--- src/dspwm_map.vh ---
`ifndef DSPWM_MAP_VH
`define DSPWM_MAP_VH

// Register byte offsets
`define DSPWM_CTRL_OFS 8'h00
`define DSPWM_COUNT_OFS 8'h04
`define DSPWM_CMPA_OFS 8'h08
`define DSPWM_CMPB_OFS 8'h0c
`define DSPWM_CAPTOP_OFS 8'h10
`define DSPWM_FLAGS_OFS 8'h14

// Control register fields
`define DSPWM_WGM_LSB 0
`define DSPWM_CSEL_LSB 4
`define DSPWM_POLA_LSB 8
`define DSPWM_POLB_LSB 10
`define DSPWM_DIR_LSB 12
`define DSPWM_CTRL_RST 14'h0000

// Flag register fields
`define DSPWM_FLG_OVF 0
`define DSPWM_FLG_CMPA 1
`define DSPWM_FLG_CMPB 2
`define DSPWM_FLG_CAP 3

// Waveform mode codes
`define DSPWM_WGM_PC8 4'h1
`define DSPWM_WGM_PC9 4'h2
`define DSPWM_WGM_PC10 4'h3
`define DSPWM_WGM_PFC_CAP 4'h8
`define DSPWM_WGM_PFC_CMPA 4'h9
`define DSPWM_WGM_PC_CAP 4'ha
`define DSPWM_WGM_PC_CMPA 4'hb

// Fixed top values
`define DSPWM_TOP8 16'h00ff
`define DSPWM_TOP9 16'h01ff
`define DSPWM_TOP10 16'h03ff
`define DSPWM_MAX 16'hffff
`define DSPWM_BOTTOM 16'h0000

// Output polarity codes
`define DSPWM_POL_OFF 2'h0
`define DSPWM_POL_TOGGLE 2'h1
`define DSPWM_POL_NORM 2'h2
`define DSPWM_POL_INV 2'h3

// Clock select codes: divide by 1, 8, 64, 256, 1024
`define DSPWM_CS_DIV1 3'h1
`define DSPWM_CS_DIV8 3'h2
`define DSPWM_CS_DIV64 3'h3
`define DSPWM_CS_DIV256 3'h4
`define DSPWM_CS_DIV1024 3'h5

// Bus responses
`define DSPWM_RESP_OK 2'h0
`define DSPWM_RESP_ERR 2'h2

`endif

--- src/dspwm_prescale.v ---
`timescale 1ns/100ps
`include "dspwm_map.vh"

module dspwm_prescale #(
  parameter PW = 10
) (
  // Clock and reset
  input wire aclk,
  input wire aresetn,
  // Division select
  input wire [2:0] clk_sel,
  // Timer clock enable
  output reg tick
);

  reg [PW-1:0] div_q;

  // Free divider, parked while the timer is stopped
  always @(posedge aclk) begin
    if (!aresetn || clk_sel == 3'h0)
      div_q <= {PW{1'b0}};
    else
      div_q <= div_q + {{(PW-1){1'b0}}, 1'b1};
  end

  // One enable pulse per divided period
  always @* begin
    case (clk_sel)
      `DSPWM_CS_DIV1: tick = 1'b1;
      `DSPWM_CS_DIV8: tick = &div_q[2:0];
      `DSPWM_CS_DIV64: tick = &div_q[5:0];
      `DSPWM_CS_DIV256: tick = &div_q[7:0];
      `DSPWM_CS_DIV1024: tick = &div_q[9:0];
      default: tick = 1'b0;
    endcase
  end

endmodule // dspwm_prescale

--- src/dspwm_channel.v ---
`timescale 1ns/100ps
`include "dspwm_map.vh"

module dspwm_channel #(
  parameter CW = 16
) (
  // Clock and reset
  input wire aclk,
  input wire aresetn,
  // Buffer write and reload
  input wire wr_en,
  input wire [CW-1:0] wr_val,
  input wire load,
  // Counter view
  input wire tick,
  input wire [CW-1:0] count,
  input wire [CW-1:0] top,
  input wire eff_down,
  // Output control
  input wire [1:0] pol,
  input wire toggle_ok,
  // Results
  output reg [CW-1:0] buf_q,
  output reg [CW-1:0] cmp_q,
  output wire match,
  output reg wave_q
);

  // Buffered write, active value moves only on load
  always @(posedge aclk) begin
    if (!aresetn) begin
      buf_q <= {CW{1'b0}};
      cmp_q <= {CW{1'b0}};
    end else begin
      if (wr_en)
        buf_q <= wr_val;
      if (load)
        cmp_q <= buf_q;
    end
  end

  // No match while compare sits above top
  assign match = tick && count == cmp_q && cmp_q <= top;

  // Clear or set by slope, inverted by polarity
  always @(posedge aclk) begin
    if (!aresetn)
      wave_q <= 1'b0;
    else if (match) begin
      case (pol)
        `DSPWM_POL_NORM: wave_q <= eff_down;
        `DSPWM_POL_INV: wave_q <= ~eff_down;
        `DSPWM_POL_TOGGLE: wave_q <= wave_q ^ toggle_ok;
        default: wave_q <= wave_q;
      endcase
    end
  end

endmodule // dspwm_channel

--- src/dspwm_timer.v ---
`timescale 1ns/100ps
`include "dspwm_map.vh"

// Behaviour
// - Fixed tops 0x00FF/0x01FF/0x03FF for codes 1-3
// - Phase correct: 10 capture top, 11 compare A
// - Frequency correct: 8 capture top, 9 compare A
// - Count bottom up to top, then down
// - Top held one tick, then count down
// - Phase correct: overflow flag at bottom
// - Phase correct: reload and top flag at top
// - Frequency correct: reload and overflow at bottom
// - Frequency correct: top flag at top
// - Compare equal sets channel compare flag
// - Fixed top masks compare writes above resolution
// - Compare above top never matches
// - Polarity 2 normal, 3 inverted PWM
// - Normal: clear matching up, set matching down
// - Waveform reaches pin only when direction output
// - Normal: compare at bottom low, at top high
// - Tick at clock divided 1/8/64/256/1024
// - Compare A writes go through buffer
// - Capture top unbuffered, takes effect immediately
module dspwm_timer #(
  parameter CW = 16,
  parameter AW = 8,
  parameter PW = 10
) (
  // Clock and reset
  input wire aclk,
  input wire aresetn,
  // Write address channel
  input wire [AW-1:0] awaddr,
  input wire [2:0] awprot,
  input wire awvalid,
  output wire awready,
  // Write data channel
  input wire [31:0] wdata,
  input wire [3:0] wstrb,
  input wire wvalid,
  output wire wready,
  // Write response channel
  output reg [1:0] bresp,
  output reg bvalid,
  input wire bready,
  // Read address channel
  input wire [AW-1:0] araddr,
  input wire [2:0] arprot,
  input wire arvalid,
  output wire arready,
  // Read data channel
  output reg [31:0] rdata,
  output reg [1:0] rresp,
  output reg rvalid,
  input wire rready,
  // Port logic behind the pins
  input wire [1:0] port_data,
  // Compare output pins
  output wire [1:0] pin_o,
  output wire [1:0] pin_oe_n,
  // Raw waveforms and tick
  output wire [1:0] channel_wave_output,
  output wire compare_a_output,
  output wire timer_tick
);

  ////////////////////////////////////////////////////////////////////////
  // Declarations

  reg [13:0] ctrl_q;
  reg [CW-1:0] count_value_q;
  reg down_q;
  reg [CW-1:0] capture_top_value_q;
  reg [3:0] flags_q;
  reg aw_hold_q;
  reg [AW-1:0] awaddr_q;
  reg w_hold_q;
  reg [31:0] wdata_q;
  reg [3:0] wstrb_q;
  reg [CW-1:0] top;
  reg [CW-1:0] res_mask;
  reg dual;
  reg pfc;
  reg cap_top;
  reg cmpa_top;
  reg [31:0] rd_d;
  reg rd_err;
  reg wr_err;
  reg [3:0] flag_set;
  wire [3:0] waveform_mode_code;
  wire [2:0] clk_sel;
  wire [1:0] pin_direction_bit;
  wire [3:0] output_polarity_mode;
  wire tick;
  wire do_wr;
  wire [AW-1:0] wa;
  wire [AW-1:0] ra;
  wire wr_ctrl;
  wire wr_count;
  wire wr_cap;
  wire wr_flags;
  wire [1:0] wr_cmp;
  wire [2*CW-1:0] buf_all;
  wire [2*CW-1:0] cmp_all;
  wire [1:0] match;
  wire [CW-1:0] compare_a_value;
  wire at_top;
  wire at_bot;
  wire load;
  wire eff_down;
  wire [3:0] overflow_clr;
  wire [15:0] ctrl_new;

  ////////////////////////////////////////////////////////////////////////
  // Helpers

  // Merge a 16-bit register with byte strobes
  function [15:0] merge16;
    input [15:0] old;
    input [15:0] data;
    input [1:0] strb;
    begin
      merge16[7:0] = strb[0] ? data[7:0] : old[7:0];
      merge16[15:8] = strb[1] ? data[15:8] : old[15:8];
    end
  endfunction

  ////////////////////////////////////////////////////////////////////////
  // Control fields

  assign waveform_mode_code = ctrl_q[`DSPWM_WGM_LSB +: 4];
  assign clk_sel = ctrl_q[`DSPWM_CSEL_LSB +: 3];
  assign output_polarity_mode = {ctrl_q[`DSPWM_POLB_LSB +: 2],
                                 ctrl_q[`DSPWM_POLA_LSB +: 2]};
  assign pin_direction_bit = ctrl_q[`DSPWM_DIR_LSB +: 2];
  assign ctrl_new = merge16({2'b00, ctrl_q}, wdata_q[15:0], wstrb_q[1:0]);

  ////////////////////////////////////////////////////////////////////////
  // Timer clock enable

  // Divided enable for the whole timer
  dspwm_prescale #(
    .PW(PW)
  ) u_prescale (
    .aclk(aclk),
    .aresetn(aresetn),
    .clk_sel(clk_sel),
    .tick(tick)
  );

  assign timer_tick = tick;

  ////////////////////////////////////////////////////////////////////////
  // Top selection

  // Top source and resolution mask per mode
  always @* begin
    dual = 1'b1;
    pfc = 1'b0;
    cap_top = 1'b0;
    cmpa_top = 1'b0;
    res_mask = `DSPWM_MAX;
    top = `DSPWM_MAX;
    case (waveform_mode_code)
      `DSPWM_WGM_PC8: begin
        top = `DSPWM_TOP8;
        res_mask = `DSPWM_TOP8;
      end
      `DSPWM_WGM_PC9: begin
        top = `DSPWM_TOP9;
        res_mask = `DSPWM_TOP9;
      end
      `DSPWM_WGM_PC10: begin
        top = `DSPWM_TOP10;
        res_mask = `DSPWM_TOP10;
      end
      `DSPWM_WGM_PC_CAP: begin
        top = capture_top_value_q;
        cap_top = 1'b1;
      end
      `DSPWM_WGM_PC_CMPA: begin
        top = compare_a_value;
        cmpa_top = 1'b1;
      end
      `DSPWM_WGM_PFC_CAP: begin
        top = capture_top_value_q;
        cap_top = 1'b1;
        pfc = 1'b1;
      end
      `DSPWM_WGM_PFC_CMPA: begin
        top = compare_a_value;
        cmpa_top = 1'b1;
        pfc = 1'b1;
      end
      default: dual = 1'b0;
    endcase
  end

  ////////////////////////////////////////////////////////////////////////
  // Dual-slope counter

  // Turning points seen on a tick
  assign at_top = tick && dual && !down_q && count_value_q == top;
  assign at_bot = tick && dual && count_value_q == `DSPWM_BOTTOM;

  // Slope seen by the compare units; top counts as falling
  assign eff_down = (count_value_q == top) ? 1'b1 :
                    (count_value_q == `DSPWM_BOTTOM) ? 1'b0 : down_q;

  // Up to top, one tick there, then down to bottom
  always @(posedge aclk) begin
    if (!aresetn) begin
      count_value_q <= `DSPWM_BOTTOM;
      down_q <= 1'b0;
    end else if (wr_count) begin
      count_value_q <= merge16(count_value_q, wdata_q[15:0],
                               wstrb_q[1:0]);
    end else if (tick && dual) begin
      if (!down_q) begin
        if (count_value_q == top) begin
          down_q <= 1'b1;
          count_value_q <= count_value_q - 16'h0001;
        end else begin
          count_value_q <= count_value_q + 16'h0001;
        end
      end else if (count_value_q == `DSPWM_BOTTOM) begin
        down_q <= 1'b0;
        count_value_q <= 16'h0001;
      end else begin
        count_value_q <= count_value_q - 16'h0001;
      end
    end
  end

  // Reload point: top for phase, bottom for frequency correct
  assign load = dual ? (pfc ? at_bot : at_top) : 1'b1;

  ////////////////////////////////////////////////////////////////////////
  // Compare channels

  genvar g;
  generate
    for (g = 0; g < 2; g = g + 1) begin : g_ch
      // One compare unit per output channel
      dspwm_channel #(
        .CW(CW)
      ) u_ch (
        .aclk(aclk),
        .aresetn(aresetn),
        .wr_en(wr_cmp[g]),
        .wr_val(merge16(buf_all[g*CW +: CW], wdata_q[15:0],
                        wstrb_q[1:0]) & res_mask),
        .load(load),
        .tick(tick),
        .count(count_value_q),
        .top(top),
        .eff_down(eff_down),
        .pol(output_polarity_mode[2*g +: 2]),
        .toggle_ok(g == 0 && waveform_mode_code[3]),
        .buf_q(buf_all[g*CW +: CW]),
        .cmp_q(cmp_all[g*CW +: CW]),
        .match(match[g]),
        .wave_q(channel_wave_output[g])
      );
      // Pin follows waveform unless polarity is off; enable from direction
      assign pin_o[g] = (output_polarity_mode[2*g +: 2] !=
                         `DSPWM_POL_OFF) ? channel_wave_output[g]
                        : port_data[g];
      assign pin_oe_n[g] = ~pin_direction_bit[g];
    end
  endgenerate

  assign compare_a_value = cmp_all[CW-1:0];
  assign compare_a_output = channel_wave_output[0];

  ////////////////////////////////////////////////////////////////////////
  // Status flags

  // Events raising each flag
  always @* begin
    flag_set = 4'h0;
    flag_set[`DSPWM_FLG_OVF] = at_bot;
    flag_set[`DSPWM_FLG_CMPA] = match[0]
                               || (at_top && cmpa_top);
    flag_set[`DSPWM_FLG_CMPB] = match[1];
    flag_set[`DSPWM_FLG_CAP] = at_top && cap_top;
  end

  assign overflow_clr = wr_flags && wstrb_q[0] ? wdata_q[3:0] : 4'h0;

  // Write one to clear; a new event wins over the clear
  always @(posedge aclk) begin
    if (!aresetn)
      flags_q <= 4'h0;
    else
      flags_q <= (flags_q & ~overflow_clr) | flag_set;
  end

  ////////////////////////////////////////////////////////////////////////
  // AXI4-Lite write path

  assign awready = !aw_hold_q && !bvalid;
  assign wready = !w_hold_q && !bvalid;
  assign do_wr = aw_hold_q && w_hold_q;
  assign wa = {awaddr_q[AW-1:2], 2'b00};

  assign wr_ctrl = do_wr && wa == `DSPWM_CTRL_OFS;
  assign wr_count = do_wr && wa == `DSPWM_COUNT_OFS;
  assign wr_cmp[0] = do_wr && wa == `DSPWM_CMPA_OFS;
  assign wr_cmp[1] = do_wr && wa == `DSPWM_CMPB_OFS;
  assign wr_cap = do_wr && wa == `DSPWM_CAPTOP_OFS;
  assign wr_flags = do_wr && wa == `DSPWM_FLAGS_OFS;

  // Unmapped write address
  always @* begin
    wr_err = !(wr_ctrl || wr_count || wr_cmp[0] || wr_cmp[1] ||
               wr_cap || wr_flags);
  end

  // Take address and data in either order
  always @(posedge aclk) begin
    if (!aresetn) begin
      aw_hold_q <= 1'b0;
      w_hold_q <= 1'b0;
      awaddr_q <= {AW{1'b0}};
      wdata_q <= 32'h00000000;
      wstrb_q <= 4'h0;
    end else begin
      if (awvalid && awready) begin
        aw_hold_q <= 1'b1;
        awaddr_q <= awaddr;
      end else if (do_wr) begin
        aw_hold_q <= 1'b0;
      end
      if (wvalid && wready) begin
        w_hold_q <= 1'b1;
        wdata_q <= wdata;
        wstrb_q <= wstrb;
      end else if (do_wr) begin
        w_hold_q <= 1'b0;
      end
    end
  end

  // Write response one cycle after both halves are held
  always @(posedge aclk) begin
    if (!aresetn) begin
      bvalid <= 1'b0;
      bresp <= `DSPWM_RESP_OK;
    end else if (do_wr) begin
      bvalid <= 1'b1;
      bresp <= wr_err ? `DSPWM_RESP_ERR : `DSPWM_RESP_OK;
    end else if (bready) begin
      bvalid <= 1'b0;
    end
  end

  // Control and capture top registers
  always @(posedge aclk) begin
    if (!aresetn) begin
      ctrl_q <= `DSPWM_CTRL_RST;
      capture_top_value_q <= `DSPWM_BOTTOM;
    end else begin
      if (wr_ctrl)
        ctrl_q <= ctrl_new[13:0];
      if (wr_cap)
        capture_top_value_q <= merge16(capture_top_value_q,
                                       wdata_q[15:0],
                                       wstrb_q[1:0]);
    end
  end

  ////////////////////////////////////////////////////////////////////////
  // AXI4-Lite read path

  assign arready = !rvalid;
  assign ra = {araddr[AW-1:2], 2'b00};

  // Read data selection
  always @* begin
    rd_d = 32'h00000000;
    rd_err = 1'b0;
    case (ra)
      `DSPWM_CTRL_OFS: rd_d = {18'h00000, ctrl_q};
      `DSPWM_COUNT_OFS: rd_d = {16'h0000, count_value_q};
      `DSPWM_CMPA_OFS: rd_d = {16'h0000, buf_all[CW-1:0]};
      `DSPWM_CMPB_OFS: rd_d = {16'h0000, buf_all[2*CW-1:CW]};
      `DSPWM_CAPTOP_OFS: rd_d = {16'h0000, capture_top_value_q};
      `DSPWM_FLAGS_OFS: rd_d = {27'h0000000, down_q, flags_q};
      default: rd_err = 1'b1;
    endcase
  end

  // Read answer one cycle after the address is taken
  always @(posedge aclk) begin
    if (!aresetn) begin
      rvalid <= 1'b0;
      rdata <= 32'h00000000;
      rresp <= `DSPWM_RESP_OK;
    end else if (arvalid && arready) begin
      rvalid <= 1'b1;
      rdata <= rd_d;
      rresp <= rd_err ? `DSPWM_RESP_ERR : `DSPWM_RESP_OK;
    end else if (rready) begin
      rvalid <= 1'b0;
    end
  end

endmodule // dspwm_timer

--- config.mk ---
export PLATFORM = sky130hd
export DESIGN_NAME = dspwm_timer
export DESIGN_NICKNAME = d
export VERILOG_FILES = /design/src/dspwm_prescale.v /design/src/dspwm_channel.v /design/src/dspwm_timer.v
export VERILOG_INCLUDE_DIRS = /design/src
export SDC_FILE = /design/constraint.sdc
export NUM_CORES = 1
export LEC_CHECK = 0
export BUFFER_PORTS_ARGS = -buffer_cell sky130_fd_sc_hd__buf_4
export CORE_ASPECT_RATIO = 1.4
export CORE_UTILIZATION = 60
export CTS_BUF_LIST = sky130_fd_sc_hd__clkbuf_4 sky130_fd_sc_hd__clkbuf_8
export DETAILED_ROUTE_END_ITERATION = 7
export GPL_TIMING_DRIVEN = 0
export PLACE_DENSITY = 0.81
export SLEW_MARGIN = 20
export SYNTH_ARGS = -nofsm -noshare
export SYNTH_HDL_FRONTEND = slang
export SYNTH_SLANG_ARGS = --single-unit
--- constraint.sdc ---
create_clock -name aclk -period 7.6 [get_ports aclk]
set_input_delay 1.14 -clock aclk [delete_from_list [all_inputs] [get_ports aclk]]
set_output_delay 1.14 -clock aclk [all_outputs]
set_load 0.05 [all_outputs]
==> flow_summary_export.csv <==
group,metric,value,unit
clocking,clock_tree.htree_level_count,4,
floorplan,die_area,18150,µm²
floorplan,die_height,159,µm
final_layout,stdcell_area,11840,µm²
setup_path,critPathSlowestCell,"nor4_1",
pwr,fin_total_pwr,0.001771,W
global_route,grt_util_all_layers,41.70,%
yosys,synth_compound_area_share,22.80,%
global_route,grt_pass1_wl,56550,µm
final_layout,layout_commonest_cell,"nand2_1",
placed_design,globalplace.congestion,0.9672,
routing,avgRoutedWirePerCell,22.78,µm
placed_design,place.detailed.instances,1615,
pwr,power_leakage,4.485,nW
routing,drcViolationCount,2,
pwr,seq_power_share,53.4,%
clocking,clock_latency,490,ps
final_layout,leading_cell_types_in_the_layout_fill_and_taps_excluded,"219 x nand2_1, 173 x dfxtp_1, 91 x buf_4, 68 x a21boi_0, 67 x nor2_1",
timing,final_period_minus_worst_setup_slack,4301,ps
timing,fmax,232.5,MHz
clocking,postCtsSetupBuffers,0,
setup_path,worstPathCellList,"clkbuf_1 > inv_1 > ha_1 > nor3b_1 > nand3_1 > nor4_1 > and3b_1 > clkbuf_1 > nand2b_1 > o21ai_1 > nor2_1 > nor2_1 > o311a_1",
yosys,ys_types,82,
pwr,ir_worst_vdd,0.1326,mV
yosys,synthesized_area_fraction_occupied_by_adder_cells,4.264,%
routing,route.antenna.remaining_nets,0,
floorplan,die_width,114.1,µm
timing,skew,22.62,ps
floorplan,fp-row-count,57,
pwr,net-switching-power,0.0005500,W
clocking,cts_resizes,0,
pwr,p_clk_share,37.6,%
setup_path,critical_path.max_stage_delay,760,ps
clocking,clkSlewWorstSetupHoldPaths,110,ps
yosys,synth_area_per_cell,8.157,µm²
worst_hold_path,worst_hold_path_type,"reg -> reg",
routing,via_count,10550,
setup_path,critPathTopFamily,"simple AND/OR/NAND/NOR gates",
global_route,number_of_global_route_vias_before_repair,9931,
final_layout,num-nets-final,1501,
final_layout,layout-area-overhead-vs-synth,12.05,%
global_route,maximum_number_of_pins_on_one_net_before_global_route_repair,20,
status,failing_checks,"DRC",
pwr,internal_power,0.001221,W
setup_path,critical_path.endpoint_type,"register",
floorplan,placeableCoreArea,17260,µm²
clocking,number_of_buffers_created_by_cts,17,
yosys,synthesis.area,10560,µm²
clocking,cts_buffer_depth,2,
placed_design,hpwl,28650,µm
setup_path,startpoint_type,"register",
setup_path,cp.required,7980,ps
timing,tns,0,ps
timing,slew_viol_final,0,
final_layout,layout-drive-gt1-share,15.88,%
job,max-cap-violations,0,
yosys,synth_sequential_area_ratio,32.78,%
yosys,number_of_synthesized_flops_with_an_enable_pin,0,
global_route,globalRouteOverflowTotal,0,
timing,rsz_0062_raised_after_global_routing,"false",
yosys,synth_top_family_by_area,"simple AND/OR/NAND/NOR gates",
final_layout,n_fill_cell,1548,
timing,fin_crit_share,56.59,%
routing,detail_route.wirelength,37520,µm
routing,detailedRoute.firstPassIterationCount,8,
routing,dr.first_iter.drc_count,1324,
pwr,pwr_density_cell,149.6,nW/µm²
clocking,cts_num_sinks,173,
yosys,post_synth_mux_area_share,3.198,%
yosys,ys.flop_type,"dfxtp_1",
yosys,ys.warnings.count,0,
setup_path,crit_buf_inv,3,
final_layout,instances_no_fill,1647,
placed_design,post_detailed_placement_cell_area,11430,µm²
yosys,yosys.area_share.simple,26.12,%
timing,tightest_slew,1177,ps
setup_path,timing_worst_setup_path_type,"reg -> reg",
final_layout,antennaDiodeCount,0,
setup_path,path_max_fanout,10,
yosys,postSynth.asyncResetShare,0,%
clocking,clockRootBuffer,"clkbuf_8",
clocking,cts_tree,"done",
timing,hold_viol,0,
timing,maxSlewHeadroom,20.96,%
pwr,combPwrFrac,9.0,%
timing,finalSetupViolations,0,
yosys,synth_seq_cells,173,
pwr,power.share.switching,31.06,%
routing,vias_per_cell,6.403,
floorplan,io_pins,116,
yosys,synth-xor-area-share,4.726,%
setup_path,timing.critical_path.arrival,4680,ps
global_route,antenna_found_initial,0,
yosys,post_synth_inst_count,1295,
status,outcome,"finished with violations",
placed_design,placement.io_buffers,67,
floorplan,initial_util,61.21,%
clocking,cts_hold_repair.buffers,0,
==> layer usage <==
layer,routed length (µm),vias up,GRT usage (%)
met5,0,-,0
met4,3107,0,30.40
met3,3508,206,7.842
met2,16720,683,64.66
met1,14190,4884,51.30
li1,-,4772,-
==> kinds of logic (layout without fill, tap and decap cells) <==
kind of cell               count (synthesis)  count (layout)
adders and majority gates                 36              36
other                                      1              18
muxes                                     33              33
and+or+nand+nor                          543             543
buffers and inverters                    125             224
DFF                                      173             173
AOI/OAI and AO/OA                        327             327
xor gates and xnor gates                  57              57
==> through the flow <==
stage	setup WS (ps)	utilization, %	hold slack, ps
2_1_floorplan	4313	-	425.8
3_3_place_gp	3567	66.20	440.9
3_5_place_dp	3481	66.24	455.3
4_1_cts	3455	68.55	475.1
5_1_grt	3257	68.58	487.7
6_report	3300	68.58	471.1
==> cells in the mapped netlist (all sizes together), types with 16 or more instances <==
cell type | n | share of area (%)
clkbuf | 58 | 2.1
o21ai | 78 | 4.7
nor3 | 17 | 0.90
a22o | 16 | 1.3
nor2b | 50 | 3.0
buf | 47 | 3.3
dfxtp | 173 | 33
a21oi | 38 | 1.8
nor2 | 67 | 2.4
xor2 | 31 | 2.6
a22oi | 33 | 2.3
xnor2 | 26 | 2.2
a21boi | 69 | 4.9
nand4 | 18 | 1.1
ha | 36 | 4.3
inv | 20 | 0.71
nand2 | 219 | 7.8
nand3 | 80 | 5.1
mux2i | 27 | 2.6
and3 | 20 | 1.2
==> power by group through the flow <==
stage	Combinational (W)	Clock [W]	Sequential [W]
detailed placement	0.000157	0	0.000964
finish	0.000159	0.000667	0.000945
floorplan	0.0000980	0	0.000963
global route	0.000168	0.000700	0.000945
CTS	0.000157	0.000662	0.000943
global placement	0.000155	0	0.000964
==> final cells by class <==
class	count	area, µm²	share of cell area (%)
plain buffers	105	566.8	4.789
clock buffers	17	234.0	1.977
clock inverters	15	165.2	1.395
inverters	20	75.07	0.6342
multi-input cells	1014	6534	55.20
flip-flops and latches	173	3463	29.26
well taps	236	295.3	2.495
repair buffers	67	503.0	4.249
==> flip-flops by register name, summed over array words and instances, names as in the netlist <==
register	flops
count_value_q	16
g_ch.u_ch.cmp_q	32
bvalid	1
wstrb_q	2
rdata	16
u_prescale.div_q	10
capture_top_value_q	16
g_ch.u_ch.buf_q	32
wdata_q	16
aw_hold_q	1
flags_q	4
ctrl_q	14
rvalid	1
g_ch.u_ch.wave_q	2
bresp	1
awaddr_q	6
down_q	1
w_hold_q	1
rresp	1
==> path summary, 6_finish.rpt <==
path                            depth (start not counted)                start  slack [ps]                  end
worst max-delay path                                   13     count_value_q[1]        3300  g_ch[0].u_ch.wave_q
worst min-delay path                                    1  u_prescale.div_q[0]         470  u_prescale.div_q[0]
worst max register to register                         13     count_value_q[1]        3300  g_ch[0].u_ch.wave_q
worst min register to register                          1  u_prescale.div_q[0]         470  u_prescale.div_q[0]
Note: power is estimated with default switching activity, not from simulation.
